### config.mk
export PLATFORM = sky130hd
export DESIGN_NAME = pcs_core
export DESIGN_NICKNAME = d
export VERILOG_FILES = /design/src/pcs_core.v
export VERILOG_INCLUDE_DIRS = /design/src
export SDC_FILE = /design/constraint.sdc
export NUM_CORES = 1
export LEC_CHECK = 0
export BUFFER_PORTS_ARGS = -buffer_cell sky130_fd_sc_hd__buf_2
export CORE_UTILIZATION = 45
export CTS_CLUSTER_SIZE = 16
export DETAILED_ROUTE_END_ITERATION = 10
export PLACE_DENSITY_LB_ADDON = 0.15
export SLEW_MARGIN = 40
export SYNTH_ARGS = -nofsm -noshare
export SYNTH_HDL_FRONTEND = slang
export SYNTH_SLANG_ARGS = --single-unit
### constraint.sdc
create_clock -name clk -period 5.9 [get_ports clk]
set_input_delay 0.59 -clock clk [delete_from_list [all_inputs] [get_ports clk]]
set_output_delay 0.59 -clock clk [all_outputs]
set_load 0.02 [all_outputs]
### src/pcs_regs.vh
// register map, field positions and reset values of the program counter and call stack
//
// Function
// - 15-bit counter; low byte readable/writable, upper seven bits load only via latch.
// - Every reset clears the whole program counter to zero.
// - Writing the low byte loads upper bits from the high latch together.
// - Direct call: low byte and bits 10..8 from operand, 14..11 from latch.
// - Computed call: low byte from accumulator, upper seven bits from latch.
// - Accumulator branch: counter becomes incremented counter plus unsigned accumulator.
// - Literal branch: incremented counter plus sign-extended 9-bit offset.
// - Return stack of 16 entries of 15 bits, outside program and data space.
// - Push on calls and interrupt vectoring; pop on the three return kinds.
// - Push and pop leave the high latch unchanged.
// - Fault reset disabled: stack is circular, seventeenth push overwrites the first.
// - Overflow and underflow flags set regardless of fault reset enable.
// - Fault reset enabled: overflow or underflow requests a device reset, flag set.
// - 5-bit stack pointer readable at any time, covering overflow and underflow.
// - Top-of-stack high/low pair reads and writes entry selected by pointer.
// - Push: increment pointer then store; return: read entry then decrement.
`ifndef PCS_REGS_VH
`define PCS_REGS_VH

// ============================================================
// register byte offsets
`define PCS_OFS_CNT_LOW     8'h00
`define PCS_OFS_HIGH_LATCH  8'h04
`define PCS_OFS_STACK_PTR   8'h08
`define PCS_OFS_TOP_LOW     8'h0C
`define PCS_OFS_TOP_HIGH    8'h10
`define PCS_OFS_STATUS      8'h14
`define PCS_OFS_MASK        8'h18
`define PCS_OFS_CONFIG      8'h1C
`define PCS_OFS_COUNTER     8'h20

// ============================================================
// field positions and widths
`define PCS_PC_W            15
`define PCS_SP_W            5
`define PCS_DEPTH           16
`define PCS_ST_OVF_BIT      0
`define PCS_ST_UNF_BIT      1
`define PCS_CFG_FAULT_BIT   0

// ============================================================
// reset values; pointer rests one below level zero so the first push lands on entry 0
`define PCS_SP_RESET        5'h1F
`define PCS_SP_TOP          5'h0F

// ============================================================
// axi responses
`define PCS_RESP_OKAY       2'h0
`define PCS_RESP_SLVERR     2'h2

`endif

### src/pcs_core.v
// program counter sequencing and return-address stack with an axi4-lite register slave
//
// Register access over AXI4-Lite and the register addresses were chosen for this implementation.
`timescale 1ns/1ps
`default_nettype none
`include "pcs_regs.vh"

module pcs_core (
    // clock and reset
    input  wire        clk,
    input  wire        reset,
    // sequencing requests from decoder and interrupt logic, one-cycle pulses
    input  wire        advance,
    input  wire        low_byte_write,
    input  wire [7:0]  low_byte_data,
    input  wire        direct_call,
    input  wire [10:0] call_operand,
    input  wire        computed_subroutine_jump,
    input  wire        branch_by_accumulator,
    input  wire        branch_by_literal,
    input  wire [8:0]  branch_offset,
    input  wire        interrupt_vector,
    input  wire [14:0] vector_address,
    input  wire        return_any,
    input  wire        latch_write,
    input  wire [6:0]  latch_data,
    input  wire [7:0]  accumulator,
    // counter and fault outputs
    output reg  [14:0] program_counter,
    output reg         stack_fault_reset,
    output wire        irq,
    // axi4-lite slave
    input  wire [7:0]  s_axi_awaddr,
    input  wire        s_axi_awvalid,
    output wire        s_axi_awready,
    input  wire [31:0] s_axi_wdata,
    input  wire [3:0]  s_axi_wstrb,
    input  wire        s_axi_wvalid,
    output wire        s_axi_wready,
    output reg  [1:0]  s_axi_bresp,
    output reg         s_axi_bvalid,
    input  wire        s_axi_bready,
    input  wire [7:0]  s_axi_araddr,
    input  wire        s_axi_arvalid,
    output wire        s_axi_arready,
    output reg  [31:0] s_axi_rdata,
    output reg  [1:0]  s_axi_rresp,
    output reg         s_axi_rvalid,
    input  wire        s_axi_rready
);

    // ============================================================
    // state
    reg [14:0] stack_mem [0:`PCS_DEPTH-1];
    reg [6:0]  counter_high_latch_r;
    reg [4:0]  stack_pointer_r;
    reg        stack_fault_reset_enable_r;
    reg [1:0]  status_r;
    reg [1:0]  mask_r;
    reg [7:0]  aw_addr_r;
    reg        aw_have_r;
    reg [31:0] w_data_r;
    reg [3:0]  w_strb_r;
    reg        w_have_r;

    // ============================================================
    // sequencing arithmetic
    wire [14:0] pc_inc   = program_counter + 15'h0001;
    wire [14:0] br_acc   = pc_inc + {7'h00, accumulator};
    wire [14:0] br_lit   = pc_inc + {{6{branch_offset[8]}}, branch_offset};
    wire        push     = direct_call | computed_subroutine_jump | interrupt_vector;
    wire        pop      = return_any;
    wire [4:0]  sp_push  = stack_pointer_r + 5'h01;
    wire [4:0]  sp_pop   = stack_pointer_r - 5'h01;
    wire [3:0]  push_idx = sp_push[3:0];
    wire [3:0]  top_idx  = stack_pointer_r[3:0];
    wire [14:0] top_val  = stack_mem[top_idx];
    // overflow when pointer already at the last level, underflow when below the first
    wire        ovf_ev   = push & (stack_pointer_r == `PCS_SP_TOP);
    wire        unf_ev   = pop  & (stack_pointer_r == `PCS_SP_RESET);

    // ============================================================
    // axi write path: address and data taken in either order
    assign s_axi_awready = ~aw_have_r & ~s_axi_bvalid;
    assign s_axi_wready  = ~w_have_r  & ~s_axi_bvalid;
    wire   wr_go  = aw_have_r & w_have_r & ~s_axi_bvalid;
    wire   wr_low = wr_go & w_strb_r[0];
    wire   wr_sel_low   = wr_low & (aw_addr_r == `PCS_OFS_CNT_LOW);
    wire   wr_sel_latch = wr_low & (aw_addr_r == `PCS_OFS_HIGH_LATCH);
    wire   wr_sel_sp    = wr_low & (aw_addr_r == `PCS_OFS_STACK_PTR);
    wire   wr_sel_tl    = wr_low & (aw_addr_r == `PCS_OFS_TOP_LOW);
    wire   wr_sel_th    = wr_low & (aw_addr_r == `PCS_OFS_TOP_HIGH);
    wire   wr_sel_mask  = wr_low & (aw_addr_r == `PCS_OFS_MASK);
    wire   wr_sel_cfg   = wr_low & (aw_addr_r == `PCS_OFS_CONFIG);
    reg    wr_known;
    always @* begin
        case (aw_addr_r)
            `PCS_OFS_CNT_LOW, `PCS_OFS_HIGH_LATCH, `PCS_OFS_STACK_PTR, `PCS_OFS_TOP_LOW,
            `PCS_OFS_TOP_HIGH, `PCS_OFS_STATUS, `PCS_OFS_MASK, `PCS_OFS_CONFIG,
            `PCS_OFS_COUNTER: wr_known = 1'b1;
            default: wr_known = 1'b0;
        endcase
    end

    always @(posedge clk or posedge reset) begin
        if (reset) begin
            aw_have_r    <= 1'b0;
            aw_addr_r    <= 8'h00;
            w_have_r     <= 1'b0;
            w_data_r     <= 32'h00000000;
            w_strb_r     <= 4'h0;
            s_axi_bvalid <= 1'b0;
            s_axi_bresp  <= `PCS_RESP_OKAY;
        end else begin
            if (s_axi_awvalid & s_axi_awready) begin
                aw_have_r <= 1'b1;
                aw_addr_r <= {s_axi_awaddr[7:2], 2'b00};
            end
            if (s_axi_wvalid & s_axi_wready) begin
                w_have_r <= 1'b1;
                w_data_r <= s_axi_wdata;
                w_strb_r <= s_axi_wstrb;
            end
            if (wr_go) begin
                aw_have_r    <= 1'b0;
                w_have_r     <= 1'b0;
                s_axi_bvalid <= 1'b1;
                s_axi_bresp  <= wr_known ? `PCS_RESP_OKAY : `PCS_RESP_SLVERR;
            end else if (s_axi_bvalid & s_axi_bready) begin
                s_axi_bvalid <= 1'b0;
            end
        end
    end

    // ============================================================
    // axi read path; reading status clears it on the accepting edge
    assign s_axi_arready = ~s_axi_rvalid;
    wire   rd_go   = s_axi_arvalid & s_axi_arready;
    wire [7:0] rd_addr = {s_axi_araddr[7:2], 2'b00};
    wire   rd_stat = rd_go & (rd_addr == `PCS_OFS_STATUS);
    reg [31:0] rd_val;
    reg        rd_ok;
    always @* begin
        rd_ok  = 1'b1;
        rd_val = 32'h00000000;
        case (rd_addr)
            `PCS_OFS_CNT_LOW:    rd_val = {24'h000000, program_counter[7:0]};
            `PCS_OFS_HIGH_LATCH: rd_val = {25'h0000000, counter_high_latch_r};
            `PCS_OFS_STACK_PTR:  rd_val = {27'h0000000, stack_pointer_r};
            `PCS_OFS_TOP_LOW:    rd_val = {24'h000000, top_val[7:0]};
            `PCS_OFS_TOP_HIGH:   rd_val = {25'h0000000, top_val[14:8]};
            `PCS_OFS_STATUS:     rd_val = {30'h00000000, status_r};
            `PCS_OFS_MASK:       rd_val = {30'h00000000, mask_r};
            `PCS_OFS_CONFIG:     rd_val = {31'h00000000, stack_fault_reset_enable_r};
            `PCS_OFS_COUNTER:    rd_val = {17'h00000, program_counter};
            default:             rd_ok  = 1'b0;
        endcase
    end

    always @(posedge clk or posedge reset) begin
        if (reset) begin
            s_axi_rvalid <= 1'b0;
            s_axi_rdata  <= 32'h00000000;
            s_axi_rresp  <= `PCS_RESP_OKAY;
        end else if (rd_go) begin
            s_axi_rvalid <= 1'b1;
            s_axi_rdata  <= rd_val;
            s_axi_rresp  <= rd_ok ? `PCS_RESP_OKAY : `PCS_RESP_SLVERR;
        end else if (s_axi_rvalid & s_axi_rready) begin
            s_axi_rvalid <= 1'b0;
        end
    end

    // ============================================================
    // status, mask, config; a new event beats the read-clear in the same cycle
    wire [1:0] ev = {unf_ev, ovf_ev};
    always @(posedge clk or posedge reset) begin
        if (reset) begin
            status_r                   <= 2'h0;
            mask_r                     <= 2'h0;
            stack_fault_reset_enable_r <= 1'b0;
        end else begin
            status_r <= (rd_stat ? 2'h0 : status_r) | ev;
            if (wr_sel_mask)
                mask_r <= w_data_r[1:0];
            if (wr_sel_cfg)
                stack_fault_reset_enable_r <= w_data_r[`PCS_CFG_FAULT_BIT];
        end
    end
    assign irq = |(status_r & mask_r);

    // fault reset request, one-cycle pulse toward the reset controller
    always @(posedge clk or posedge reset) begin
        if (reset)
            stack_fault_reset <= 1'b0;
        else
            stack_fault_reset <= stack_fault_reset_enable_r & (ovf_ev | unf_ev);
    end

    // ============================================================
    // high latch: written only by software or decoder, never by stack traffic
    always @(posedge clk or posedge reset) begin
        if (reset)
            counter_high_latch_r <= 7'h00;
        else if (latch_write)
            counter_high_latch_r <= latch_data;
        else if (wr_sel_latch)
            counter_high_latch_r <= w_data_r[6:0];
    end

    // ============================================================
    // program counter; decoder requests are mutually exclusive by construction
    always @(posedge clk or posedge reset) begin
        if (reset) begin
            program_counter <= 15'h0000;
        end else if (direct_call) begin
            program_counter <= {counter_high_latch_r[6:3], call_operand};
        end else if (computed_subroutine_jump) begin
            program_counter <= {counter_high_latch_r, accumulator};
        end else if (interrupt_vector) begin
            program_counter <= vector_address;
        end else if (pop) begin
            program_counter <= top_val;
        end else if (branch_by_accumulator) begin
            program_counter <= br_acc;
        end else if (branch_by_literal) begin
            program_counter <= br_lit;
        end else if (low_byte_write) begin
            program_counter <= {counter_high_latch_r, low_byte_data};
        end else if (wr_sel_low) begin
            program_counter <= {counter_high_latch_r, w_data_r[7:0]};
        end else if (advance) begin
            program_counter <= pc_inc;
        end
    end

    // ============================================================
    // stack pointer and storage; push stores the return address (next instruction)
    always @(posedge clk or posedge reset) begin
        if (reset)
            stack_pointer_r <= `PCS_SP_RESET;
        else if (push)
            stack_pointer_r <= ovf_ev ? 5'h10 : {1'b0, push_idx};
        else if (pop)
            stack_pointer_r <= unf_ev ? 5'h0F : sp_pop;
        else if (wr_sel_sp)
            stack_pointer_r <= w_data_r[4:0];
    end

    // storage is not reset, like the real array; it is written only at the selected entry
    genvar gi;
    generate
        for (gi = 0; gi < `PCS_DEPTH; gi = gi + 1) begin : g_ent
            always @(posedge clk) begin
                if (push && push_idx == gi)
                    stack_mem[gi] <= pc_inc;
                else if (!push && !pop && wr_sel_tl && top_idx == gi)
                    stack_mem[gi][7:0] <= w_data_r[7:0];
                else if (!push && !pop && wr_sel_th && top_idx == gi)
                    stack_mem[gi][14:8] <= w_data_r[6:0];
            end
        end
    endgenerate

endmodule
`default_nettype wire

==> metrics.txt <==
Post-CTS Setup Inserts=0; fin area=20350 um2; post-route ant nets=0; CTS tree=done; Final HPWL DP=39720 um; Final Hold Violating Endpoints=0; Avg Inst Size Synth=10.61 um2; final setup violation count=0; Yosys Warn Count=0; Initial Util=45.85%; min-delay worst type=input port to asynchronous set/reset pin; max frequency=234.9 MHz; Final Skew=12.69 ps; Area Overhead vs Synth=11.19%; Post-synth EDFFs=240; dpl cell area=19170 um2; Remaining DRCs=0; WL final=57910 um; drt pass-1 iters=7; clk buf depth=3; core area=39910 um2; Final Max Tran Viols=0; Netlist cell types=84; worst reg-to-reg setup slack=1640 ps; R2R cell count=14; most instantiated library cell after synthesis=nor2_1; die extent in y=203.7 um; Root Buffer Master=clkbuf_16; Tmin final=4256 ps; RD Place Congestion=0.9345; total track usage=28.23%; initial antenna violation count=0; worst vdd ir=0.4594 mV; die area=41480 um2; TNS Setup=0 ps; largest net degree at the start of global routing=70; Post-CTS Resized=0; IO Port Bufs=133; CP Class=flip-flop to flip-flop; Seq/Total Area, Yosys=48.85%; Commonest cells post-synth=nor2_1, a21oi_1, edfxtp_1; DR vias=14.23k; Slew HR=44.05%; Routed WL per cell=24.91 um; Worst Tran Pin Value=839.2 ps; post-route clock period utilization=72.14%; number of synthesized register bits=309; Nets=1933; worst-path fanout max=20; CP Launch Type=flip-flop; post-synth top area cell=edfxtp_1; crit path DAT=4650 ps; Overflow after GRT=0; Die X=203.7 um; Setup crit end kind=flip-flop; status=completed; Max-Cap Viols=0; asr flop ratio synth=22.33%; Critical R2R Launch=program_counter[2]; placed cell count=2260; mapped cell area=18300 um2; ANT cells=0; ratio of cells with drive above 1 in the final layout=20.83%; Pwr Total=9.430 mW; initial drt markers=1662; cells after synthesis=1725; Main synth FF type=edfxtp_1; clock-pin slew on the worst setup and hold paths=60 ps; Worst EP required=6300 ps; vias in the first global route=13.55k; global-route wire length before repair=86550 um; total leakage power=7.847 nW; clock tree sinks=309; RSZ-0062 raised after global routing=false; reg2reg end=program_counter[13]; clk_lat worst skew=540 ps; DR vias/cell=6.122; power density over the cells=463.4 nW/um2; largest cells by area after synthesis=edfxtp_1, mux4_2, dfrtp_1; row cnt=73; non-filler cells in the finished layout=2325; hold_buf cts=0; Ports=184; Synth top area share=39.38%; total CTS buffers=36; H-tree depth=2
placed cells by master (no fill, tap or decap), types with 29 or more instances in the layout:
cell | netlist | routed
dfrtp_1 | 64 | 64
o21ai_0 | 64 | 64
mux2_2 | 29 | 29
nand2_1 | 116 | 115
buf_4 | 22 | 30
inv_1 | 36 | 35
ha_1 | 32 | 30
mux4_2 | 72 | 72
clkbuf_16 | 0 | 38
buf_2 | 25 | 133
nand3_1 | 38 | 38
edfxtp_1 | 240 | 240
nor2_1 | 281 | 281
a21oi_1 | 275 | 275
flip-flops by register name, indices dropped and copies added (netlist names):
name                        cells
s_axi_bvalid                    1
stack_pointer_r                 5
stack_fault_reset               1
counter_high_latch_r            7
s_axi_rresp                     1
w_have_r                        1
aw_have_r                       1
stack_mem                     240
program_counter                15
w_data_r                        8
stack_fault_reset_enable_r      1
s_axi_bresp                     1
mask_r                          2
s_axi_rvalid                    1
s_axi_rdata                    15
aw_addr_r                       6
status_r                        2
w_strb_r                        1
power by group:
part / switching, mW / total [mW] / leakage [nW] / internal [mW]
clock network: 0.944 / 2.25 / 0.574 / 1.31
logic: 2.28 / 3.63 / 4.23 / 1.35
registers: 0.529 / 3.55 / 3.05 / 3.02
total: 3.76 / 9.43 / 7.85 / 5.67
critical path, cell delays in order, from the launching register on:
cell	delay [ps]
dfrtp_1	610
nand4_2	440
or2_1	410
nor2_1	300
xnor2_4	330
inv_1	140
ha_1	360
a21o_1	180
a21o_1	170
a21oi_1	150
o211a_1	190
xor2_1	180
nor2_1	70
a2111oi_0	420
o21ai_0	160
cell type report:
type                       count  area (um2)
clock buffer                  42       965.9
inverter                      36       135.1
clock inverter                23       202.7
sequential                   309        8947
multi-input combinational   1226        8538
timing repair buffer         164       902.1
fill                        3554       19570
tap                          525       656.9
per-stage QoR:
step / hold WS [ps] / setup WS [ps] / util (%)
after floorplan: 472.6 / 2043 / -
after global placement: 459.5 / 1607 / 47.88
after detailed placement: 468.5 / 1704 / 48.03
after CTS: 224.3 / 1678 / 50.96
after global routing: 256.8 / 1269 / 50.98
final: 226.7 / 1644 / 50.98
cell families after synthesis:
logic type / after synthesis / share of synthesized area [%]
other: 1 / 0.02049
multiplexers: 120 / 11.73
adder cells (fa/ha/maj): 34 / 2.407
AND/OR/NAND/NOR: 542 / 14.32
AO/OA/AOI/OAI: 470 / 15.14
buffers and inverters: 208 / 5.518
XOR/XNOR: 41 / 2.003
flip-flops: 309 / 48.85
how the worst max path moves through the flow:
stage                     depth (start not counted)             endpoint  slack, ps          startpoint
after global placement                           16  program_counter[13]       1610  program_counter[1]
final                                            14  program_counter[13]       1640  program_counter[2]
after floorplan                                  18  program_counter[13]       2040  program_counter[1]
after CTS                                        14  program_counter[13]       1680  program_counter[2]
after global routing                             14  program_counter[13]       1270  program_counter[2]
after detailed placement                         14  program_counter[13]       1700  program_counter[2]
per-layer routing:
layer  share of wire, %  track usage (%)  wire length [um]  vias up
met5                  0                0                 0        -
met1                 41            39.15             23890     7049
met2                 47            44.75             27330      636
met4                3.0            9.318              1764        0
li1                   -                -                 -     6446
met3                8.5            5.034              4927      103
(Power assumes the default switching activity.)
